[config.mk]
export PLATFORM = sky130hd
export DESIGN_NAME = sdc_ref_filter
export DESIGN_NICKNAME = d
export VERILOG_FILES = /design/src/sdc_pkg.sv /design/src/filter_if.sv /design/src/sdc_ref_filter.sv /design/src/sinc3_decimator.sv
export SDC_FILE = /design/constraint.sdc
export NUM_CORES = 2
export LEC_CHECK = 0
export ABC_AREA = 1
export BUFFER_PORTS_ARGS = -buffer_cell sky130_fd_sc_hd__buf_4
export CAP_MARGIN = 15
export CORE_MARGIN = 1
export CORE_UTILIZATION = 25
export DETAILED_ROUTE_END_ITERATION = 7
export SYNTH_ARGS = -nofsm -noshare
export SYNTH_HDL_FRONTEND = slang
export SYNTH_HIERARCHICAL = 1
export SYNTH_SLANG_ARGS = --single-unit
export TNS_END_PERCENT = 20
[constraint.sdc]
create_clock -name clk -period 5.45 [get_ports clk]
set_input_delay 0.545 -clock clk [delete_from_list [all_inputs] [get_ports clk]]
set_output_delay 0.545 -clock clk [all_outputs]
set_load 0.02 [all_outputs]
[src/sdc_pkg.sv]
// Constants, register map and types for the reference detect and sinc filter block
package sdc_pkg;
  localparam int ADDR_W = 12;
  localparam int DATA_W = 32;
  localparam int WORD_W = 16;
  localparam int ACC_W  = 36;
  localparam int NCH    = 2;

  // Register byte offsets
  localparam logic [ADDR_W-1:0] OFS_CTRL  = 12'h000;
  localparam logic [ADDR_W-1:0] OFS_FILT  = 12'h004;
  localparam logic [ADDR_W-1:0] OFS_STAT  = 12'h008;
  localparam logic [ADDR_W-1:0] OFS_MASK  = 12'h00c;
  localparam logic [ADDR_W-1:0] OFS_DATA0 = 12'h010;
  localparam logic [ADDR_W-1:0] OFS_DATA1 = 12'h014;
  localparam logic [ADDR_W-1:0] OFS_OFF0  = 12'h018;
  localparam logic [ADDR_W-1:0] OFS_GAIN0 = 12'h01c;
  localparam logic [ADDR_W-1:0] OFS_OFF1  = 12'h020;
  localparam logic [ADDR_W-1:0] OFS_GAIN1 = 12'h024;

  // Control fields: ext ref select, converter enable, calibration mode
  localparam int CT_XSEL = 0;
  localparam int CT_EN   = 2;
  localparam int CT_CAL  = 4;

  // Status fields
  localparam int ST_RDY   = 0;
  localparam int ST_ERR   = 2;
  localparam int ST_NOREF = 4;
  localparam int STICKY_W = 4;

  // Filter word
  localparam logic [7:0] FILT_RESET = 8'h45;
  localparam logic [7:0] FILT_MIN   = 8'h0d;
  localparam logic [7:0] FILT_MAX   = 8'hff;
  localparam int         DEC_SHIFT  = 3;
  localparam int         DEC_W      = 11;
  localparam int         OUT_MSB    = 32;
  localparam logic [1:0] PRIME_N    = 2'h3;

  // Reference detect threshold in millivolts
  localparam logic [11:0] REF_MIN_MV = 12'h12c;

  localparam logic [WORD_W-1:0] ALL_ONES   = 16'hffff;
  localparam logic [WORD_W-1:0] GAIN_RESET = 16'h8000;

  typedef enum logic [1:0] {
    CAL_NONE   = 2'b00,
    CAL_OFFSET = 2'b01,
    CAL_GAIN   = 2'b10
  } cal_mode_t;

  typedef enum logic [1:0] {
    CS_IDLE = 2'b00,
    CS_CONV = 2'b01,
    CS_CAL  = 2'b10
  } conv_state_t;
endpackage

[src/filter_if.sv]
// Link between converter control and one sinc3 decimator
interface filter_if;
  logic                        modBit;
  logic                        clear;
  logic [7:0]                  decWord;
  logic [sdc_pkg::WORD_W-1:0]  outWord;
  logic                        outValid;

  modport filter (input modBit, clear, decWord, output outWord, outValid);
  modport ctrl   (output modBit, clear, decWord, input outWord, outValid);
endinterface

[src/sdc_ref_filter.sv]
// Reference select/detect, sinc filtering, chop averaging and calibration control with APB registers
//
// Design decisions made here: the placing of the registers and the APB register port.
module sdc_ref_filter (
  // Clock and reset
  input  wire logic                          clk,
  input  wire logic                          srst,
  // APB slave
  input  wire logic [sdc_pkg::ADDR_W-1:0]    paddr,
  input  wire logic                          psel,
  input  wire logic                          penable,
  input  wire logic                          pwrite,
  input  wire logic [sdc_pkg::DATA_W-1:0]    pwdata,
  output logic      [sdc_pkg::DATA_W-1:0]    prdata,
  output logic                               pready,
  output logic                               pslverr,
  // Reference detect inputs
  input  wire logic [11:0]                   refDiffMv,
  input  wire logic                          refPosOpen,
  input  wire logic                          refNegOpen,
  // Modulator bitstreams, primary in bit 0
  input  wire logic [sdc_pkg::NCH-1:0]       modBit,
  // Analog reference routing and interrupt
  output logic      [sdc_pkg::NCH-1:0]       extRefSelect,
  output logic                               irq
);
  import sdc_pkg::*;

  function automatic logic [7:0] clampWord(input logic [7:0] w);
    clampWord = (w < FILT_MIN) ? FILT_MIN : w;
  endfunction

  function automatic logic [WORD_W-1:0] avgWord(input logic [WORD_W-1:0] a, input logic [WORD_W-1:0] b);
    logic [WORD_W:0] s;
    s = {1'b0, a} + {1'b0, b};
    avgWord = s[WORD_W:1];
  endfunction

  logic [7:0]             filterWord;
  logic [NCH-1:0]         convEnable;
  logic                   refMissing;
  logic [STICKY_W-1:0]    sticky;
  logic [STICKY_W-1:0]    mask;
  logic [DATA_W-1:0]      readData;
  logic                   mapped;
  logic                   apbAccess, wrEv, rdEv;

  conv_state_t            state    [NCH];
  cal_mode_t              calMode  [NCH];
  logic [1:0]             chopCnt  [NCH];
  logic [WORD_W-1:0]      prevWord [NCH];
  logic [WORD_W-1:0]      dataWord [NCH];
  logic [WORD_W-1:0]      offCoef  [NCH];
  logic [WORD_W-1:0]      gainCoef [NCH];
  logic [NCH-1:0]         calBad;
  logic [NCH-1:0]         restart;

  logic [WORD_W-1:0]      fltWord  [NCH];
  logic [NCH-1:0]         fltValid;
  logic [NCH-1:0]         fltClear;
  logic [NCH-1:0]         resultEv;
  logic [NCH-1:0]         calReq;
  logic [NCH-1:0]         calEnd;
  logic [NCH-1:0]         calFail;
  logic [NCH-1:0]         refUsedBad;
  logic                   refBad;
  logic [STICKY_W-1:0]    setBits;

  // One sinc3 decimator per converter
  for (genvar ch = 0; ch < NCH; ch++) begin : g_ch
    filter_if fIf ();
    sinc3_decimator uDec (
      .clk  (clk),
      .srst (srst),
      .port (fIf.filter)
    );
    assign fIf.modBit   = modBit[ch];
    assign fIf.clear    = fltClear[ch];
    assign fIf.decWord  = filterWord;
    assign fltWord[ch]  = fIf.outWord;
    assign fltValid[ch] = fIf.outValid;
  end

  // APB phases: one wait state, write and read-clear at completion
  assign apbAccess = psel && penable && !pready;
  assign wrEv      = psel && penable && pready && pwrite;
  assign rdEv      = psel && penable && pready && !pwrite;

  assign refBad = (refDiffMv < REF_MIN_MV) || refPosOpen || refNegOpen;

  always_comb begin
    for (int ch = 0; ch < NCH; ch++) begin
      fltClear[ch]   = (state[ch] == CS_IDLE) || restart[ch];
      resultEv[ch]   = fltValid[ch] && (chopCnt[ch] != 2'h0);
      refUsedBad[ch] = refMissing && extRefSelect[ch];
      calReq[ch]     = wrEv && (paddr == OFS_CTRL) && pwdata[CT_EN + ch]
                       && (pwdata[CT_CAL + 2*ch +: 2] != CAL_NONE);
      calEnd[ch]     = resultEv[ch] && (state[ch] == CS_CAL);
      calFail[ch]    = calEnd[ch] && (calBad[ch] || refUsedBad[ch]);
    end
    setBits = '0;
    for (int ch = 0; ch < NCH; ch++) begin
      setBits[ST_RDY + ch] = resultEv[ch] && (state[ch] != CS_IDLE);
      setBits[ST_ERR + ch] = calFail[ch];
    end
  end

  // Reference detect flag follows the detector
  always_ff @(posedge clk) begin
    if (srst) begin
      refMissing <= 1'b0;
    end else begin
      refMissing <= refBad;
    end
  end

  // Control, filter word and mask registers
  always_ff @(posedge clk) begin
    if (srst) begin
      extRefSelect <= '0;
      convEnable <= '0;
      filterWord <= FILT_RESET;
      mask <= '0;
    end else if (wrEv) begin
      case (paddr)
        OFS_CTRL: begin
          extRefSelect <= pwdata[CT_XSEL +: NCH];
          convEnable <= pwdata[CT_EN +: NCH];
        end
        OFS_FILT: filterWord <= clampWord(pwdata[7:0]);
        OFS_MASK: mask <= pwdata[STICKY_W-1:0];
        default: begin
        end
      endcase
    end
  end

  // Sticky status: read clears only what was read, a new event wins
  always_ff @(posedge clk) begin
    if (srst) begin
      sticky <= '0;
    end else if (rdEv && (paddr == OFS_STAT)) begin
      sticky <= (sticky & ~prdata[STICKY_W-1:0]) | setBits;
    end else begin
      sticky <= sticky | setBits;
    end
  end

  always_ff @(posedge clk) begin
    if (srst) begin
      irq <= 1'b0;
    end else begin
      irq <= |((sticky | setBits) & mask);
    end
  end

  // Per converter sequencing, chop averaging and calibration
  always_ff @(posedge clk) begin
    for (int ch = 0; ch < NCH; ch++) begin
      if (srst) begin
        state[ch] <= CS_IDLE;
        calMode[ch] <= CAL_NONE;
        chopCnt[ch] <= '0;
        prevWord[ch] <= '0;
        dataWord[ch] <= '0;
        offCoef[ch] <= '0;
        gainCoef[ch] <= GAIN_RESET;
        calBad[ch] <= 1'b0;
        restart[ch] <= 1'b0;
      end else begin
        restart[ch] <= 1'b0;
        if (fltValid[ch]) begin
          prevWord[ch] <= fltWord[ch];
          if (chopCnt[ch] != 2'h2) begin
            chopCnt[ch] <= chopCnt[ch] + 2'h1;
          end
        end
        if (calReq[ch]) begin
          state[ch] <= CS_CAL;
          calMode[ch] <= cal_mode_t'(pwdata[CT_CAL + 2*ch +: 2]);
          chopCnt[ch] <= '0;
          calBad[ch] <= 1'b0;
          restart[ch] <= 1'b1;
        end else begin
          case (state[ch])
            CS_IDLE: begin
              chopCnt[ch] <= '0;
              if (convEnable[ch]) begin
                state[ch] <= CS_CONV;
              end
            end
            CS_CONV: begin
              if (!convEnable[ch]) begin
                state[ch] <= CS_IDLE;
              end else if (resultEv[ch]) begin
                if (refUsedBad[ch]) begin
                  dataWord[ch] <= ALL_ONES;
                end else begin
                  dataWord[ch] <= avgWord(fltWord[ch], prevWord[ch]);
                end
              end
            end
            CS_CAL: begin
              if (refUsedBad[ch]) begin
                calBad[ch] <= 1'b1;
              end
              if (calEnd[ch]) begin
                if (!calFail[ch]) begin
                  if (calMode[ch] == CAL_OFFSET) begin
                    offCoef[ch] <= avgWord(fltWord[ch], prevWord[ch]);
                  end else begin
                    gainCoef[ch] <= avgWord(fltWord[ch], prevWord[ch]);
                  end
                end
                calMode[ch] <= CAL_NONE;
                state[ch] <= convEnable[ch] ? CS_CONV : CS_IDLE;
              end
            end
            default: state[ch] <= CS_IDLE;
          endcase
        end
      end
    end
  end

  // Read multiplexer
  always_comb begin
    readData = '0;
    mapped = 1'b1;
    case (paddr)
      OFS_CTRL: readData[7:0] = {calMode[1], calMode[0], convEnable, extRefSelect};
      OFS_FILT: readData[7:0] = filterWord;
      OFS_STAT: readData[ST_NOREF:0] = {refMissing, sticky};
      OFS_MASK: readData[STICKY_W-1:0] = mask;
      OFS_DATA0: readData[WORD_W-1:0] = dataWord[0];
      OFS_DATA1: readData[WORD_W-1:0] = dataWord[1];
      OFS_OFF0: readData[WORD_W-1:0] = offCoef[0];
      OFS_GAIN0: readData[WORD_W-1:0] = gainCoef[0];
      OFS_OFF1: readData[WORD_W-1:0] = offCoef[1];
      OFS_GAIN1: readData[WORD_W-1:0] = gainCoef[1];
      default: mapped = 1'b0;
    endcase
  end

  always_ff @(posedge clk) begin
    if (srst) begin
      pready <= 1'b0;
      prdata <= '0;
      pslverr <= 1'b0;
    end else begin
      pready <= apbAccess;
      pslverr <= apbAccess && !mapped;
      if (apbAccess && !pwrite) begin
        prdata <= readData;
      end
    end
  end
endmodule

[src/sinc3_decimator.sv]
// Third-order sinc decimation filter for one modulator bitstream
module sinc3_decimator (
  // Clock and reset
  input  wire logic  clk,
  input  wire logic  srst,
  // Filter link
  filter_if.filter   port
);
  import sdc_pkg::*;

  logic [ACC_W-1:0] int1, int2, int3;
  logic [ACC_W-1:0] dly1, dly2, dly3;
  logic [ACC_W-1:0] comb1, comb2, comb3;
  logic [DEC_W-1:0] decCnt;
  logic [DEC_W-1:0] decLast;
  logic [1:0]       primeCnt;

  assign decLast = (DEC_W'(port.decWord) << DEC_SHIFT) - DEC_W'(1);

  always_comb begin
    comb1 = int3 - dly1;
    comb2 = comb1 - dly2;
    comb3 = comb2 - dly3;
  end

  // Integrators at modulator rate, combs at decimated rate
  always_ff @(posedge clk) begin
    if (srst || port.clear) begin
      int1 <= '0;
      int2 <= '0;
      int3 <= '0;
      dly1 <= '0;
      dly2 <= '0;
      dly3 <= '0;
      decCnt <= '0;
      primeCnt <= '0;
      port.outWord <= '0;
      port.outValid <= 1'b0;
    end else begin
      int1 <= int1 + ACC_W'(port.modBit);
      int2 <= int2 + int1;
      int3 <= int3 + int2;
      port.outValid <= 1'b0;
      if (decCnt >= decLast) begin
        decCnt <= '0;
        dly1 <= int3;
        dly2 <= comb1;
        dly3 <= comb2;
        port.outWord <= comb3[OUT_MSB -: WORD_W];
        if (primeCnt == PRIME_N) begin
          port.outValid <= 1'b1;
        end else begin
          primeCnt <= primeCnt + 2'h1;
        end
      end else begin
        decCnt <= decCnt + DEC_W'(1);
      end
    end
  end
endmodule
After elaboration in Yosys (flattened, before gate mapping)

Memories as Yosys holds them, arrays and structs flattened.
Index checks and enable logic that the tools add are counted.

Register bits: 518
Memory bits (writable): 140
Bits of input ports: 65
Output and inout port bits: 37
Word-level logic and storage cells: 348
Memories kept: 7

$add $sub $neg: 21
Magnitude comparators: 4
Eq/ne operators: 19
Multiplexer cells: 165
Bitwise logic cells: 39
Reductions and logical operators: 60

Memory list:

| memory          | depth | bits a word | rd ports | clocked after memory_dff | wr ports | line                 | RTL |
|---|---|---|---|---|---|---|---|
| dataWord        | 2     | 16          | 2        | 0                        | 2        | sdc_ref_filter.sv:52 | `logic [WORD_W-1:0] dataWord [NCH];` |
| gainCoef        | 2     | 16          | 2        | 0                        | 2        | sdc_ref_filter.sv:54 | `logic [WORD_W-1:0] gainCoef [NCH];` |
| offCoef         | 2     | 16          | 2        | 0                        | 2        | sdc_ref_filter.sv:53 | `logic [WORD_W-1:0] offCoef [NCH];` |
| prevWord        | 2     | 16          | 2        | 0                        | 2        | sdc_ref_filter.sv:51 | `logic [WORD_W-1:0] prevWord [NCH];` |
| calMode         | 2     | 2           | 2        | 0                        | 2        | sdc_ref_filter.sv:49 | `cal_mode_t calMode [NCH];` |
| chopCnt         | 2     | 2           | 2        | 0                        | 2        | sdc_ref_filter.sv:50 | `logic [1:0] chopCnt [NCH];` |
| 1 more memories | --    | --          | --       | --                       | --       | --                   |  |

Operators with widths:

| cell                                                         | count |
|---|---|
| subtractor 33 bit                                            | 6 |
| two-way mux 16 bit                                           | 10 |
| adder 36 bit                                                 | 4 |
| two-way mux 1 bit                                            | 129 |
| adder 36 x 1 -> 36 bit                                       | 2 |
| equality test 12 x 5 -> 1 bit (second input constant)        | 4 |
| one-hot mux 8 bit (6 select lines)                           | 1 |
| two-way mux 2 bit                                            | 20 |
| one-hot mux 4 bit (10 select lines)                          | 1 |
| adder 16 x 16 -> 17 bit                                      | 2 |
| bitwise OR 1 bit                                             | 30 |
| equality test 12 x 4 -> 1 bit (second input constant)        | 2 |
| equality test 12 x 6 -> 1 bit (second input constant)        | 2 |
| one-hot mux 3 bit (8 select lines)                           | 1 |
| logical AND 1 bit                                            | 23 |
| adder 11 x 1 -> 11 bit (second input constant)               | 2 |
| >= comparator 11 bit                                         | 2 |
| AND reduction 2 bit                                          | 7 |
| equality test 12 x 3 -> 1 bit (second input constant)        | 1 |
| logical NOT 12 bit                                           | 1 |
| less-than comparator 12 x 9 -> 1 bit (second input constant) | 1 |
| nonzero test 2 bit                                           | 6 |
| OR reduction 2 bit                                           | 6 |
| subtractor 11 x 1 -> 11 bit (second input constant)          | 1 |
| 18 further kinds                                             | 44 |

Logic depth before layout (Yosys ltp)

Depth in word-level cells: 14
Depth in mapped cells: 34
Mapped depth without buffers: 34

Cells and area by module

Netlist, hierarchy kept.

Modules (own cells, without submodules):

| module                         | times used | cells an instance | area an instance (µm²) | sequential area each (µm²) |
|---|---|---|---|---|
| sinc3_decimator (g_ch[1].uDec) | 1          | 2428              | 16605.9                | 4564.4 |
| sinc3_decimator (g_ch[0].uDec) | 1          | 2379              | 16173.0                | 4564.4 |
| sdc_ref_filter                 | 1          | 1215              | 10259.8                | 5084.9 |

Worst setup path after synthesis

No wires, ideal clock.

Path type: register to register
Start point: register g_ch[0].uDec.int3[2]
End point: register g_ch[0].uDec.port.outWord[15]
Setup time: 113 ps
Arrival: 4370 ps
Data required time: 5337 ps
Setup slack: 967 ps
Stages on the path, launching flop included: 30
Buffers on the path: 0
Period minus slack after synthesis: 4483 ps
Cells stage by stage: dfxtp_1 -> ha_1 -> a21oi_1 -> nand2_1 -> a21oi_2 -> o21bai_2 -> a21oi_1 -> o21ai_1 -> a21oi_1 -> nand2_1 -> and2_1 -> ha_1 -> nand2_1 -> nor4_1 -> nand2_1 -> o211ai_2 -> nand2_1 -> nand3b_1 -> xor2_1 -> inv_1 -> ha_1 -> nand2_1 -> nor3_1 -> a21oi_1 -> o21ai_0 -> a31oi_1 -> nand2_1 -> nand3_1 -> nand3_1 -> nand2_1

Word-level cells in the longest chain between the ends: 3

RTL lines:

| what                       | line                  | RTL |
|---|---|---|
| start: declaration         | sinc3_decimator.sv:11 | `logic [ACC_W-1:0] int1, int2, int3;` |
| start signal: assignment   | sinc3_decimator.sv:42 | `int3 <= int3 + int2;` |
| subtractor 33 bit          | sinc3_decimator.sv:21 | `comb1 = int3 - dly1;` |
| via g_ch[0].uDec.comb1[17] | sinc3_decimator.sv:13 | `logic [ACC_W-1:0] comb1, comb2, comb3;` |
| subtractor 33 bit          | sinc3_decimator.sv:22 | `comb2 = comb1 - dly2;` |
| via g_ch[0].uDec.comb2[29] | sinc3_decimator.sv:13 |  |
| subtractor 33 bit          | sinc3_decimator.sv:23 | `comb3 = comb2 - dly3;` |
| end signal: assignment     | sinc3_decimator.sv:49 | `port.outWord <= comb3[OUT_MSB -: WORD_W];` |
| end: declaration           | filter_if.sv:9        | `modport filter (input modBit, clear, decWord, output outWord, outValid);` |

The timed path passes the listed nets, and every way through them passes these cells.
A chain may end at the register's enable or synchronous reset.

Worst setup path after layout

Start point: register g_ch[1].uDec.int3[2]
End point: register g_ch[1].uDec.port.outWord[15]

Word-level cells in the longest chain between the ends: 3

RTL lines:

| what                       | line |
|---|---|
| start: declaration         | sinc3_decimator.sv:11 |
| start signal: assignment   | sinc3_decimator.sv:42 |
| subtractor 33 bit          | sinc3_decimator.sv:21 |
| via g_ch[1].uDec.comb1[19] | sinc3_decimator.sv:13 |
| subtractor 33 bit          | sinc3_decimator.sv:22 |
| via g_ch[1].uDec.comb2[21] | sinc3_decimator.sv:13 |
| subtractor 33 bit          | sinc3_decimator.sv:23 |
| end signal: assignment     | sinc3_decimator.sv:49 |
| end: declaration           | filter_if.sv:9 |

The timed path passes the listed nets, and every way through them passes these cells.

==> results.toml <==
[global_route]
grt_usage = 0.126
grt_pass1_vias = 36700
overflow = 0
grt_pass1_wl_mm = 182
antenna_found_initial = 4
grt_max_degree = 100

[clock_tree]
postCtsHoldBufs = 0
insertion_delay_ps = 680
cts_num_sinks = 640
numCtsBuffers = 76
h-tree-depth = 3
cts_tree = "done"
cts_root_buf = "clkbuf_16"
clk_pin_slew_ps = 60
ctsLongestPathBuffers = 3

[placement]
gp_congestion = 0.878
place_ws_ps = 237
portBuffers = 59
dp_hpwl_mm = 86.3
placed_cell_area_mm2 = 0.0459

[sta]
setup_ws_ps = 300
period_share = 0.945
slew_violations = 0
tightest_slew_ps = 941
finalSetupViolations = 0
fin_hold_ws_ps = 144
period_needed_ps = 5150
hold_violations = 0
rsz0062_at_grt = "yes"
slew_headroom = 0.373
clock_skew_ps = 30.1
fin_setup_tns_ps = 0
clock.fmax_ghz = 0.194

[route]
drtAntennaViolNets = 0
firstDrtPassIters = 5
via_per_inst = 4.58
drc = 0
drt_iter0_drc = 2417
routedWlPerCell_um = 13.3
wirelength_mm = 112
route.vias.total = 38700

[floorplanning]
die_area_mm2 = 0.174
die_h_um = 417
rows = 151
die_w_um = 417
core_mm2 = 0.170
start_util = 0.253
ios = 102

[yosys]
synth-edff-count = 140
syn_area_per_cell_um2 = 7.15
ys.flop_type = "dfxtp_1"
synthArstFlopShare = 0
synth_warnings = 6
ys_seq_elements = 640
syn-cell-area_mm2 = 0.0430
synthCells = 6022
ys_seq_area_frac = 0.330
ys_types = 81

[cells_and_area]
layout-drive-gt1-share = 0.0678
antenna_cells = 0
layout_commonest_cell = "nand2_1"
nets = 6542
final_design_area_no_fill_mm2 = 0.0488
final_cell_mix = "nand2_1, inv_1, a21oi_1"
area_growth_pct = 13.4

[setup_path]
worstPathBufferInverterCount = 3
critical_path.max_fanout = 6
max_stage_delay_ps = 380
critical_path_class = "reg -> reg"
startpoint_type = "register"
reg2reg_to = "g_ch[1].uDec/port.outWord[15]$_SDFFE_PP0P_"
end_kind = "register"
worstSetupStartpoint = "g_ch[1].uDec/int3[2]$_SDFF_PP0_"
crit_required_ps = 5990
critPathArrivalTime_ps = 5690
cpLargestDelayFamily = "compound AO/OA/AOI/OAI gates"
cpMostUsedCell = "nand2_1"
reg2regPathDepth = 28
cp_slowest_cell = "ha_1"
r2r_slack_ps = 300
r2r-start = "g_ch[1].uDec/int3[2]$_SDFF_PP0_"

[outcome]
status = "finished, final reports clean"

[power]
powerDensity_mw_per_mm2 = 225
irDropWorstVdd_uv = 198
p_leak_nw = 21.5
total_power_mw = 11.0

[min_path]
holdPathStages = 3
hp-start = "pwdata[0]"
hp-class = "in -> reg"
holdPathEnd = "extRefSelect[0]$_SDFFE_PP0N_"

[flow_run]
cap_violations = 0
## synthesized netlist by cell type, types with 9 or more instances
cell,n,share of area
o211ai_1,9,0.0016
nor2_2,15,0.0022
o21a_1,40,0.0070
nand4_1,36,0.0052
a21oi_2,18,0.0037
clkbuf_1,52,0.0045
inv_1,843,0.074
a211oi_1,9,0.0016
xor2_1,103,0.021
buf_4,27,0.0047
dfxtp_1,500,0.23
nand3_2,9,0.0021
o21ai_0,501,0.058
a31oi_1,36,0.0052
o21ai_2,22,0.0045
nand2_1,1189,0.10
xnor2_1,63,0.013
nand2_4,12,0.0031
and2_1,18,0.0026
buf_2,21,0.0024
a21o_1,33,0.0058
a21oi_1,630,0.073
inv_2,15,0.0013
nor2_1,600,0.052
nor3b_1,17,0.0030
nand3b_1,14,0.0024
nand2_2,14,0.0020
edfxtp_1,140,0.098
nand3_1,271,0.032
o22ai_1,27,0.0039
a221oi_1,10,0.0020
o21bai_1,28,0.0049
nor3_1,74,0.0086
a21boi_1,9,0.0016
o21ai_1,61,0.0071
a21boi_0,14,0.0024
fa_1,10,0.0047
nor4_1,32,0.0047
ha_1,378,0.11
## flip-flops by register name (all words and copies together) (netlist names), 8 cells and up
signal / cells
dataWord: 32
filterWord: 8
g_ch.uDec/decCnt: 22
g_ch.uDec/dly1: 66
g_ch.uDec/dly2: 66
g_ch.uDec/dly3: 66
g_ch.uDec/int1: 66
g_ch.uDec/int2: 66
g_ch.uDec/int3: 66
g_ch.uDec/port.outWord: 32
gainCoef: 32
offCoef: 32
prdata: 16
prevWord: 32
## cell type report
type                    instances  area, µm²
fillers                     18400     121000
flip-flops and latches        640      14200
inverters                     863       3250
repair buffers                 87        673
well taps                    2295       2870
multi-input cells            4421      25300
clock inverters                37        428
clock buffers                 103       2100
## worst max path at each step
stage | end | depth (start not counted)
2_1_floorplan | g_ch[0].uDec/port.outWord[15]$_SDFFE_PP0P_ | 29
3_3_place_gp | g_ch[1].uDec/port.outWord[15]$_SDFFE_PP0P_ | 31
3_5_place_dp | g_ch[1].uDec/port.outWord[15]$_SDFFE_PP0P_ | 31
4_1_cts | g_ch[1].uDec/port.outWord[15]$_SDFFE_PP0P_ | 31
5_1_grt | g_ch[0].uDec/port.outWord[7]$_SDFFE_PP0P_ | 31
6_report | g_ch[1].uDec/port.outWord[15]$_SDFFE_PP0P_ | 28
## per-stage QoR
stage / std cells / util
floorplan: 6037 / -
global placement: 8299 / 0.270
detailed placement: 8299 / 0.270
CTS: 8439 / 0.285
global route: 8446 / 0.287
finish: 8446 / 0.287
## worst min-delay path, cell delays in order
cell     delay, ps
buf_4          130
inv_1           40
a21oi_1         50
## report_power, final
| part | switching (mW) | total, mW | internal (mW) |
|---|---|---|---|
| clock | 2.14 | 5.16 | 3.02 |
| sequential | 0.0223 | 4.92 | 4.89 |
| combinational | 0.601 | 0.890 | 0.288 |
| total | 2.76 | 11.0 | 8.20 |
## per-layer routing
layer	vias up	track usage	wire length (µm)
met2	694	0.212	51400
met5	-	0	0
met1	17500	0.164	53100
li1	20300	-	-
met3	194	0.0162	4320
met4	0	0.0441	3170
## logic make-up after synthesis
logic type | share of synthesized area
XOR/XNOR | 0.0338
adder cells (fa/ha/maj) | 0.115
flip-flops | 0.330
buffers and inverters | 0.0904
AND/OR/NAND/NOR | 0.237
other | 0.0000871
AO/OA/AOI/OAI | 0.194
## repair_timing
action / CTS / global route
buffers inserted: 0 / 6
endpoints found under the setup margin: 0 / 19
gates resized for setup: 0 / 55
No activity file was read; power rests on OpenSTA's default activity.
